**src/rtl/startup_seq_pkg.sv**
```systemverilog
// Purpose: shared constants for the configuration startup sequencer
// Assumes: 32-bit Avalon-MM register bus, byte addresses
// Notes:   phase selections use small codes; see field constants below
package startup_seq_pkg;

	// ----------------------------------------------------------------
	// register map
	// ----------------------------------------------------------------
	localparam logic [3:0] CTRL_ADDR = 4'h0;
	localparam logic [3:0] STAT_ADDR = 4'h4;

	// ----------------------------------------------------------------
	// control fields
	// ----------------------------------------------------------------
	localparam int DONE_LSB  = 0;
	localparam int GTS_LSB   = 4;
	localparam int GWE_LSB   = 8;
	localparam int LOCK_LSB  = 12;
	localparam int MATCH_LSB = 16;
	localparam int PIPE_BIT  = 20;
	localparam int CALIO_BIT = 21;
	localparam int START_BIT = 24;

	// stored bits of the control word; start is a self-clearing strobe
	localparam logic [31:0] CTRL_MASK  = 32'h003f_7ff7;
	localparam logic [31:0] CTRL_RESET = 32'h0008_7654;

	// ----------------------------------------------------------------
	// selection codes
	// ----------------------------------------------------------------
	localparam logic [3:0] SEL_DONE    = 4'h7;
	localparam logic [3:0] SEL_KEEP    = 4'h8;
	localparam logic [3:0] SEL_NO_STALL_OPTION  = 4'h7;
	localparam logic [3:0] SEL_AUTO    = 4'h8;
	localparam logic [2:0] PHASE_FIRST = 3'h0;
	localparam logic [2:0] PHASE_LAST  = 3'h6;
	localparam logic [2:0] PHASE_END   = 3'h7;
	localparam logic [2:0] DONE_DFLT   = 3'h4;
	localparam logic [3:0] AUTO_MATCH  = 4'h2;

	// ----------------------------------------------------------------
	// status fields
	// ----------------------------------------------------------------
	localparam int ST_PHASE_LSB = 0;
	localparam int ST_DONE_BIT  = 4;
	localparam int ST_GTS_BIT   = 5;
	localparam int ST_GWE_BIT   = 6;
	localparam int ST_LOCK_BIT  = 7;
	localparam int ST_MATCH_BIT = 8;
	localparam int ST_STATE_LSB = 10;

	typedef enum logic [1:0] {
		SEQ_IDLE     = 2'b00,
		SEQ_RUN      = 2'b01,
		SEQ_COMPLETE = 2'b10
	} seq_state_t;

endpackage

```
**src/rtl/pin_sync.sv**
```systemverilog
// Purpose: two-flop synchroniser for pin inputs
// Assumes: inputs are asynchronous levels
// Notes:   first stage feeds only the second stage
`timescale 1ns/10ps
module pin_sync #(
	parameter int WIDTH = 1
) (
	input  wire logic             i_mclk,
	input  wire logic             i_reset,
	input  wire logic [WIDTH-1:0] i_async,
	output logic      [WIDTH-1:0] o_sync
);

	logic [WIDTH-1:0] meta_q;

	always_ff @(posedge i_mclk) begin
		if (i_reset) begin
			meta_q <= '0;
			o_sync <= '0;
		end else begin
			meta_q <= i_async;
			o_sync <= meta_q;
		end
	end

endmodule

```
**src/rtl/config_startup_sequencer.sv**
```systemverilog
// Purpose: startup phase sequencer run after configuration load
// Assumes: configuration clock, lock and match arrive on pins
// Notes:   one phase per configuration clock rising edge
`timescale 1ns/10ps
module config_startup_sequencer (
	input  wire logic        i_mclk,
	input  wire logic        i_reset,
	input  wire logic        i_cclk,
	input  wire logic        i_lock,
	input  wire logic        i_match,
	input  wire logic [3:0]  i_address,
	input  wire logic        i_read,
	input  wire logic        i_write,
	input  wire logic [31:0] i_writedata,
	input  wire logic [3:0]  i_byteenable,
	output logic             o_waitrequest,
	output logic [31:0]      o_readdata,
	output logic             o_done,
	output logic             o_io_tristate,
	output logic             o_write_enable,
	output logic             o_bram_enable
);

	// ----------------------------------------------------------------
	// helpers
	// ----------------------------------------------------------------
	function automatic logic [31:0] merge_be(input logic [31:0] old_v,
		input logic [31:0] new_v, input logic [3:0] be);
		logic [31:0] r;
		r = old_v;
		for (int i = 0; i < 4; i++) begin
			if (be[i]) begin
				r[i*8 +: 8] = new_v[i*8 +: 8];
			end
		end
		return r;
	endfunction

	// phase select 0..6 reached, or done/keep codes
	function automatic logic sel_reached(input logic [3:0] sel, input logic [2:0] ph,
		input logic done_now);
		logic r;
		r = 1'b0;
		if (sel <= {1'b0, startup_seq_pkg::PHASE_LAST}) begin
			r = ({1'b0, ph} >= sel);
		end else if (sel == startup_seq_pkg::SEL_DONE) begin
			r = done_now;
		end
		return r;
	endfunction

	// ----------------------------------------------------------------
	// pin inputs
	// ----------------------------------------------------------------
	logic [2:0] sync_w;
	logic       cclk_s;
	logic       lock_s;
	logic       match_s;
	logic       cclk_prev_q;
	logic       tick;

	pin_sync #(.WIDTH(3)) u_sync (
		.i_mclk  (i_mclk),
		.i_reset (i_reset),
		.i_async ({i_cclk, i_lock, i_match}),
		.o_sync  (sync_w)
	);

	assign cclk_s  = sync_w[2];
	assign lock_s  = sync_w[1];
	assign match_s = sync_w[0];
	assign tick    = cclk_s & ~cclk_prev_q;

	// ----------------------------------------------------------------
	// register bus
	// ----------------------------------------------------------------
	logic [31:0] ctrl_q;
	logic [31:0] ctrl_d;
	logic        wait_d;
	logic [31:0] rdata_d;
	logic        req;
	logic        wr_now;
	logic        start;
	logic [31:0] status;

	assign req    = i_read | i_write;
	assign wr_now = i_write & ~o_waitrequest & (i_address == startup_seq_pkg::CTRL_ADDR);
	assign start  = wr_now & i_byteenable[3] & i_writedata[startup_seq_pkg::START_BIT];

	always_comb begin
		wait_d  = 1'b1;
		rdata_d = o_readdata;
		ctrl_d  = ctrl_q;
		if (req && o_waitrequest) begin
			wait_d  = 1'b0;
			rdata_d = 32'h0000_0000;
			if (i_read && i_address == startup_seq_pkg::CTRL_ADDR) begin
				rdata_d = ctrl_q;
			end else if (i_read && i_address == startup_seq_pkg::STAT_ADDR) begin
				rdata_d = status;
			end
		end
		if (wr_now) begin
			ctrl_d = merge_be(ctrl_q, i_writedata, i_byteenable) & startup_seq_pkg::CTRL_MASK;
		end
	end

	always_ff @(posedge i_mclk) begin
		if (i_reset) begin
			o_waitrequest <= 1'b1;
			o_readdata    <= 32'h0000_0000;
			ctrl_q        <= startup_seq_pkg::CTRL_RESET;
			cclk_prev_q   <= 1'b0;
		end else begin
			o_waitrequest <= wait_d;
			o_readdata    <= rdata_d;
			ctrl_q        <= ctrl_d;
			cclk_prev_q   <= cclk_s;
		end
	end

	// ----------------------------------------------------------------
	// selection decode
	// ----------------------------------------------------------------
	logic [2:0] done_sel;
	logic [3:0] gts_sel;
	logic [3:0] gwe_sel;
	logic [3:0] lock_sel;
	logic [3:0] match_raw;
	logic [3:0] match_sel;
	logic       pipe_on;
	logic       cal_io;

	assign gts_sel   = ctrl_q[startup_seq_pkg::GTS_LSB +: 4];
	assign gwe_sel   = ctrl_q[startup_seq_pkg::GWE_LSB +: 4];
	assign lock_sel  = {1'b0, ctrl_q[startup_seq_pkg::LOCK_LSB +: 3]};
	assign match_raw = ctrl_q[startup_seq_pkg::MATCH_LSB +: 4];
	assign pipe_on   = ctrl_q[startup_seq_pkg::PIPE_BIT];
	assign cal_io    = ctrl_q[startup_seq_pkg::CALIO_BIT];

	always_comb begin
		done_sel = ctrl_q[startup_seq_pkg::DONE_LSB +: 3];
		if (done_sel == startup_seq_pkg::PHASE_FIRST || done_sel == startup_seq_pkg::PHASE_END) begin
			done_sel = startup_seq_pkg::DONE_DFLT;
		end
		match_sel = match_raw;
		if (match_raw == startup_seq_pkg::SEL_AUTO) begin
			match_sel = cal_io ? startup_seq_pkg::AUTO_MATCH : startup_seq_pkg::SEL_NO_STALL_OPTION;
		end else if (match_raw > startup_seq_pkg::SEL_AUTO) begin
			match_sel = startup_seq_pkg::SEL_NO_STALL_OPTION;
		end
	end

	// ----------------------------------------------------------------
	// sequencer
	// ----------------------------------------------------------------
	startup_seq_pkg::seq_state_t state_q;
	startup_seq_pkg::seq_state_t state_d;
	logic [2:0] phase_q;
	logic [2:0] phase_d;
	logic       lock_stall;
	logic       match_stall;
	logic       done_hit;
	logic       done_d;
	logic       gts_rel_d;
	logic       gwe_d;
	logic       running;

	assign running     = (state_q != startup_seq_pkg::SEQ_IDLE);
	assign lock_stall  = (state_q == startup_seq_pkg::SEQ_RUN) && lock_sel != startup_seq_pkg::SEL_NO_STALL_OPTION
		&& {1'b0, phase_q} == lock_sel && !lock_s;
	assign match_stall = (state_q == startup_seq_pkg::SEQ_RUN) && match_sel != startup_seq_pkg::SEL_NO_STALL_OPTION
		&& {1'b0, phase_q} == match_sel && !match_s;
	assign done_hit    = running && phase_q >= done_sel;

	always_comb begin
		state_d   = state_q;
		phase_d   = phase_q;
		done_d    = o_done;
		gts_rel_d = ~o_io_tristate;
		gwe_d     = o_write_enable;
		unique case (state_q)
			startup_seq_pkg::SEQ_IDLE: begin
			end
			startup_seq_pkg::SEQ_RUN: begin
				if (tick && !lock_stall && !match_stall) begin
					phase_d = phase_q + 3'h1;
					if (phase_q == startup_seq_pkg::PHASE_LAST) begin
						state_d = startup_seq_pkg::SEQ_COMPLETE;
					end
				end
			end
			startup_seq_pkg::SEQ_COMPLETE: begin
			end
			default: begin
				state_d = startup_seq_pkg::SEQ_IDLE;
			end
		endcase
		if (pipe_on) begin
			done_d = o_done | (done_hit & tick);
		end else begin
			done_d = o_done | done_hit;
		end
		if (running) begin
			gts_rel_d = gts_rel_d | sel_reached(gts_sel, phase_q, o_done);
			gwe_d     = gwe_d | sel_reached(gwe_sel, phase_q, o_done);
		end
		if (start) begin
			state_d   = startup_seq_pkg::SEQ_RUN;
			phase_d   = startup_seq_pkg::PHASE_FIRST;
			done_d    = 1'b0;
			gts_rel_d = 1'b0;
			gwe_d     = 1'b0;
		end
	end

	always_ff @(posedge i_mclk) begin
		if (i_reset) begin
			state_q        <= startup_seq_pkg::SEQ_IDLE;
			phase_q        <= startup_seq_pkg::PHASE_FIRST;
			o_done         <= 1'b0;
			o_io_tristate  <= 1'b1;
			o_write_enable <= 1'b0;
			o_bram_enable  <= 1'b0;
		end else begin
			state_q        <= state_d;
			phase_q        <= phase_d;
			o_done         <= done_d;
			o_io_tristate  <= ~gts_rel_d;
			o_write_enable <= gwe_d;
			o_bram_enable  <= gwe_d;
		end
	end

	always_comb begin
		status = 32'h0000_0000;
		status[startup_seq_pkg::ST_PHASE_LSB +: 3] = phase_q;
		status[startup_seq_pkg::ST_DONE_BIT]       = o_done;
		status[startup_seq_pkg::ST_GTS_BIT]        = ~o_io_tristate;
		status[startup_seq_pkg::ST_GWE_BIT]        = o_write_enable;
		status[startup_seq_pkg::ST_LOCK_BIT]       = lock_stall;
		status[startup_seq_pkg::ST_MATCH_BIT]      = match_stall;
		status[startup_seq_pkg::ST_STATE_LSB +: 2] = state_q;
	end
endmodule

```
**config.mk**
```make
export PLATFORM = sky130hd
export DESIGN_NAME = config_startup_sequencer
export DESIGN_NICKNAME = d
export VERILOG_FILES = /design/src/rtl/startup_seq_pkg.sv /design/src/rtl/pin_sync.sv /design/src/rtl/config_startup_sequencer.sv
export SDC_FILE = /design/constraint.sdc
export NUM_CORES = 1
export LEC_CHECK = 0
export ABC_AREA = 1
export BUFFER_PORTS_ARGS = -buffer_cell sky130_fd_sc_hd__buf_2
export CAP_MARGIN = 20
export CORE_AREA = 2 2 98 100
export DETAILED_ROUTE_END_ITERATION = 6
export DIE_AREA = 0 0 100 102
export MAX_ROUTING_LAYER = met4
export PLACE_DENSITY = 0.61
export SLEW_MARGIN = 20
export SYNTH_ARGS = -nofsm -noshare
export SYNTH_HDL_FRONTEND = slang
export SYNTH_SLANG_ARGS = --single-unit
```
**constraint.sdc**
```tcl
create_clock -name i_mclk -period 1.6 [get_ports i_mclk]
set_input_delay 0.32 -clock i_mclk [delete_from_list [all_inputs] [get_ports i_mclk]]
set_output_delay 0.32 -clock i_mclk [all_outputs]
set_load 0.05 [all_outputs]
```
==> flow_metrics.env <==
export IMPL_clkTransAtPathRegs_ns=0.10
export IMPL_p_leak_uw=0.00161
export IMPL_p_total_uw=2730
export IMPL_final_setup_skew_ns=0.00426
export IMPL_start_util_pct=29.4
export IMPL_critical_path_max_stage_delay_ns=0.49
export IMPL_grt_max_degree=42
export IMPL_final_cell_mix="60 x buf_2, 54 x dfxtp_1, 51 x nand2_1, 48 x inv_1, 35 x nor2_1"
export IMPL_core_rowCount=35
export IMPL_die_w_um=100
export IMPL_report_final_slew_viol_count=0
export IMPL_grtUsageTotal_pct=13.8
export IMPL_tns_ns=0
export IMPL_ctsHoldBuffers=0
export IMPL_clock_sinks=56
export IMPL_critPathCaptureType="flop"
export IMPL_nNetsFinal=479
export IMPL_power_density_nw_per_um2=834
export IMPL_setup_viol=0
export IMPL_grt_overflow=0
export IMPL_cts_tree="done"
export IMPL_final_area_um2=3270
export IMPL_arrival_ns=1.64
export IMPL_coreArea_um2=9110
export IMPL_drive_above_1_share_pct=24.9
export IMPL_required_ns=1.81
export IMPL_postCtsSetupBuffers=0
export IMPL_dieHeight_um=102
export IMPL_synth_cell_area_um2=2680
export IMPL_hpwl_mm=4.98
export IMPL_ys_warn_count=0
export IMPL_wire_per_inst_um=12.3
export IMPL_grt_pass1_vias=2204
export IMPL_cp_slowest_cell="dfxtp_1"
export IMPL_hold_slack_ns=0.200
export IMPL_final_common_cell="buf_2"
export IMPL_dr_total_vias=2358
export IMPL_path_buf_inv=1
export IMPL_fin_crit_sh_pct=89.4
export IMPL_cts_resized=0
export IMPL_drt_wl_total_mm=6.58
export IMPL_drc=0
export IMPL_ys_top_cells_by_area="dfxtp_1 42%, nand2_1 7.1%, inv_1 6.7%"
export IMPL_crit_family="flip-flops"
export IMPL_yosys_area_top_type="dfxtp_1"
export IMPL_cts_buffers=5
export IMPL_synth_seq_cells=56
export IMPL_fin_crit_ns=1.43
export IMPL_crit_fanout=6
export IMPL_hold_class="input pin to flop"
export IMPL_path_cells="inv_2 > a21oi_2 > nor2_2 > a21oi_4 > nand3_2 > nor2_1 > nor2_2"
export IMPL_antenna_found_initial=0
export IMPL_avgSynthCellArea_um2=7.63
export IMPL_clkLatencyLatePin_ns=0.31
export IMPL_grt_pass1_wl_mm=10.8
export IMPL_cts_path_max_buffers=2
export IMPL_max_freq_mhz=699
export IMPL_max_cap_violations=0
export IMPL_criticalPathCategory="flop to flop"
export IMPL_cts_max_level=2
export IMPL_numPortBuffers=60
export IMPL_dieArea_um2=10200
export IMPL_place_gp_congestion=0.894
export IMPL_drtIter0Drc=137
export IMPL_yosysSeqAreaShare_pct=41.8
export IMPL_crit_cells=7
export IMPL_vdd_drop_max_mv=0.365
export IMPL_whs_path_depth=3
export IMPL_synth_distinct_cells=29
export IMPL_netlist_instances=351
export IMPL_clock_root_buffer="clkbuf_8"
export IMPL_hold_viol=0
export IMPL_crit_path_frequent_cell="nor2_2"
export IMPL_reg2reg_depth=7
export IMPL_num_antenna_cells=0
export IMPL_status="complete, no violations"
export IMPL_critPathLaunchType="flop"
export IMPL_rsz0062_at_grt="no"
export IMPL_ant_nets=0
export IMPL_yosys_area_top_type_share_pct=41.8
export IMPL_viasPerCell=4.42
export IMPL_area_growth_pct=22.0
export IMPL_firstDrtPassIters=4
export IMPL_place_area_um2=3170
export IMPL_ioPinCount=84
-- power breakdown --
| part | total (uW) | switching [uW] | internal, uW | leakage [uW] |
|---|---|---|---|---|
| Sequential | 1460 | 22.3 | 1440 | 0.000457 |
| Clock | 815 | 462 | 353 | 0.0000445 |
| Combinational | 448 | 326 | 121 | 0.00111 |
| Total | 2730 | 810 | 1920 | 0.00161 |
-- kinds of logic (layout without fill, tap and decap cells) --
logic type	count (synthesis)	after routing	synth area share (%)
compound gates	86	86	18.5
flops	56	56	41.8
xor+xnor	2	2	0.654
other cells	1	12	0.140
buf+inv	75	135	12.6
simple gates	120	120	21.1
fa+ha+maj	11	11	5.14
-- state kept, by name, summed over array words and instances, names as in the netlist --
register,flops
cclk_prev_q,1
ctrl_q,20
o_bram_enable,1
o_done,1
o_io_tristate,1
o_readdata,20
o_waitrequest,1
phase_q,3
state_q,2
u_sync.meta_q,3
u_sync.o_sync,3
-- tightest hold or removal path: stages --
cell    delay, ns
buf_2        0.09
inv_1        0.04
nor2_1       0.03
-- path summary, 6_finish.rpt --
kind	startpoint	to	slack, ns
min	i_lock	u_sync.meta_q[1]$_SDFF_PP0_	0.20
max	phase_q[2]$_SDFFE_PP0P_	phase_q[1]$_SDFFE_PP0P_	0.17
max reg2reg	phase_q[2]$_SDFFE_PP0P_	phase_q[1]$_SDFFE_PP0P_	0.17
min reg2reg	u_sync.meta_q[2]$_SDFF_PP0_	u_sync.o_sync[2]$_SDFF_PP0_	0.41
-- layer usage --
layer	routed length [um]	GRT usage (%)	part of all wire (%)	up-vias
met3	312	3.21	4.7	10
met5	0	-	0	-
met1	3200	17.5	49	1031
li1	-	-	-	1258
met2	2950	21.7	45	59
met4	121	4.43	1.8	0
-- final cells by class --
type	count	area, um2
clock buffer	7	86.3
clock inverter	1	7.51
fill	951	5840
inverter	51	191
multi-input combinational	231	1260
sequential	56	1120
tap	111	139
timing repair buffer	76	458
-- metrics by stage --
stage               std cells  worst slack (ns)  util (%)
finish                    533             0.169      35.9
global route              533            0.0554      35.9
CTS                       533            0.0904      35.9
detailed placement        525           0.00408      34.8
global placement          525            0.0769      34.8
floorplan                 362            0.0848         -
-- cell usage after synthesis --
library cell and n:
nand2_1 51, conb_1 1, nor2_4 3, ha_1 11, nor2_2 5, inv_1 48
a21oi_4 1, nand4_2 1, inv_2 3, nand3_4 1, nand4_1 6, a21oi_1 30
buf_2 3, dfxtp_1 56, nand2_2 2, a21boi_0 2, nand3_1 9, nand3b_1 3
o21ai_0 32, xor2_1 2, o211ai_1 17, clkbuf_1 7, nand3_2 2, a21oi_2 1
and3_1 1, o21ai_1 1, nor2_1 36, buf_4 14, a31oi_1 2
Power figures use the tool's default switching activity.
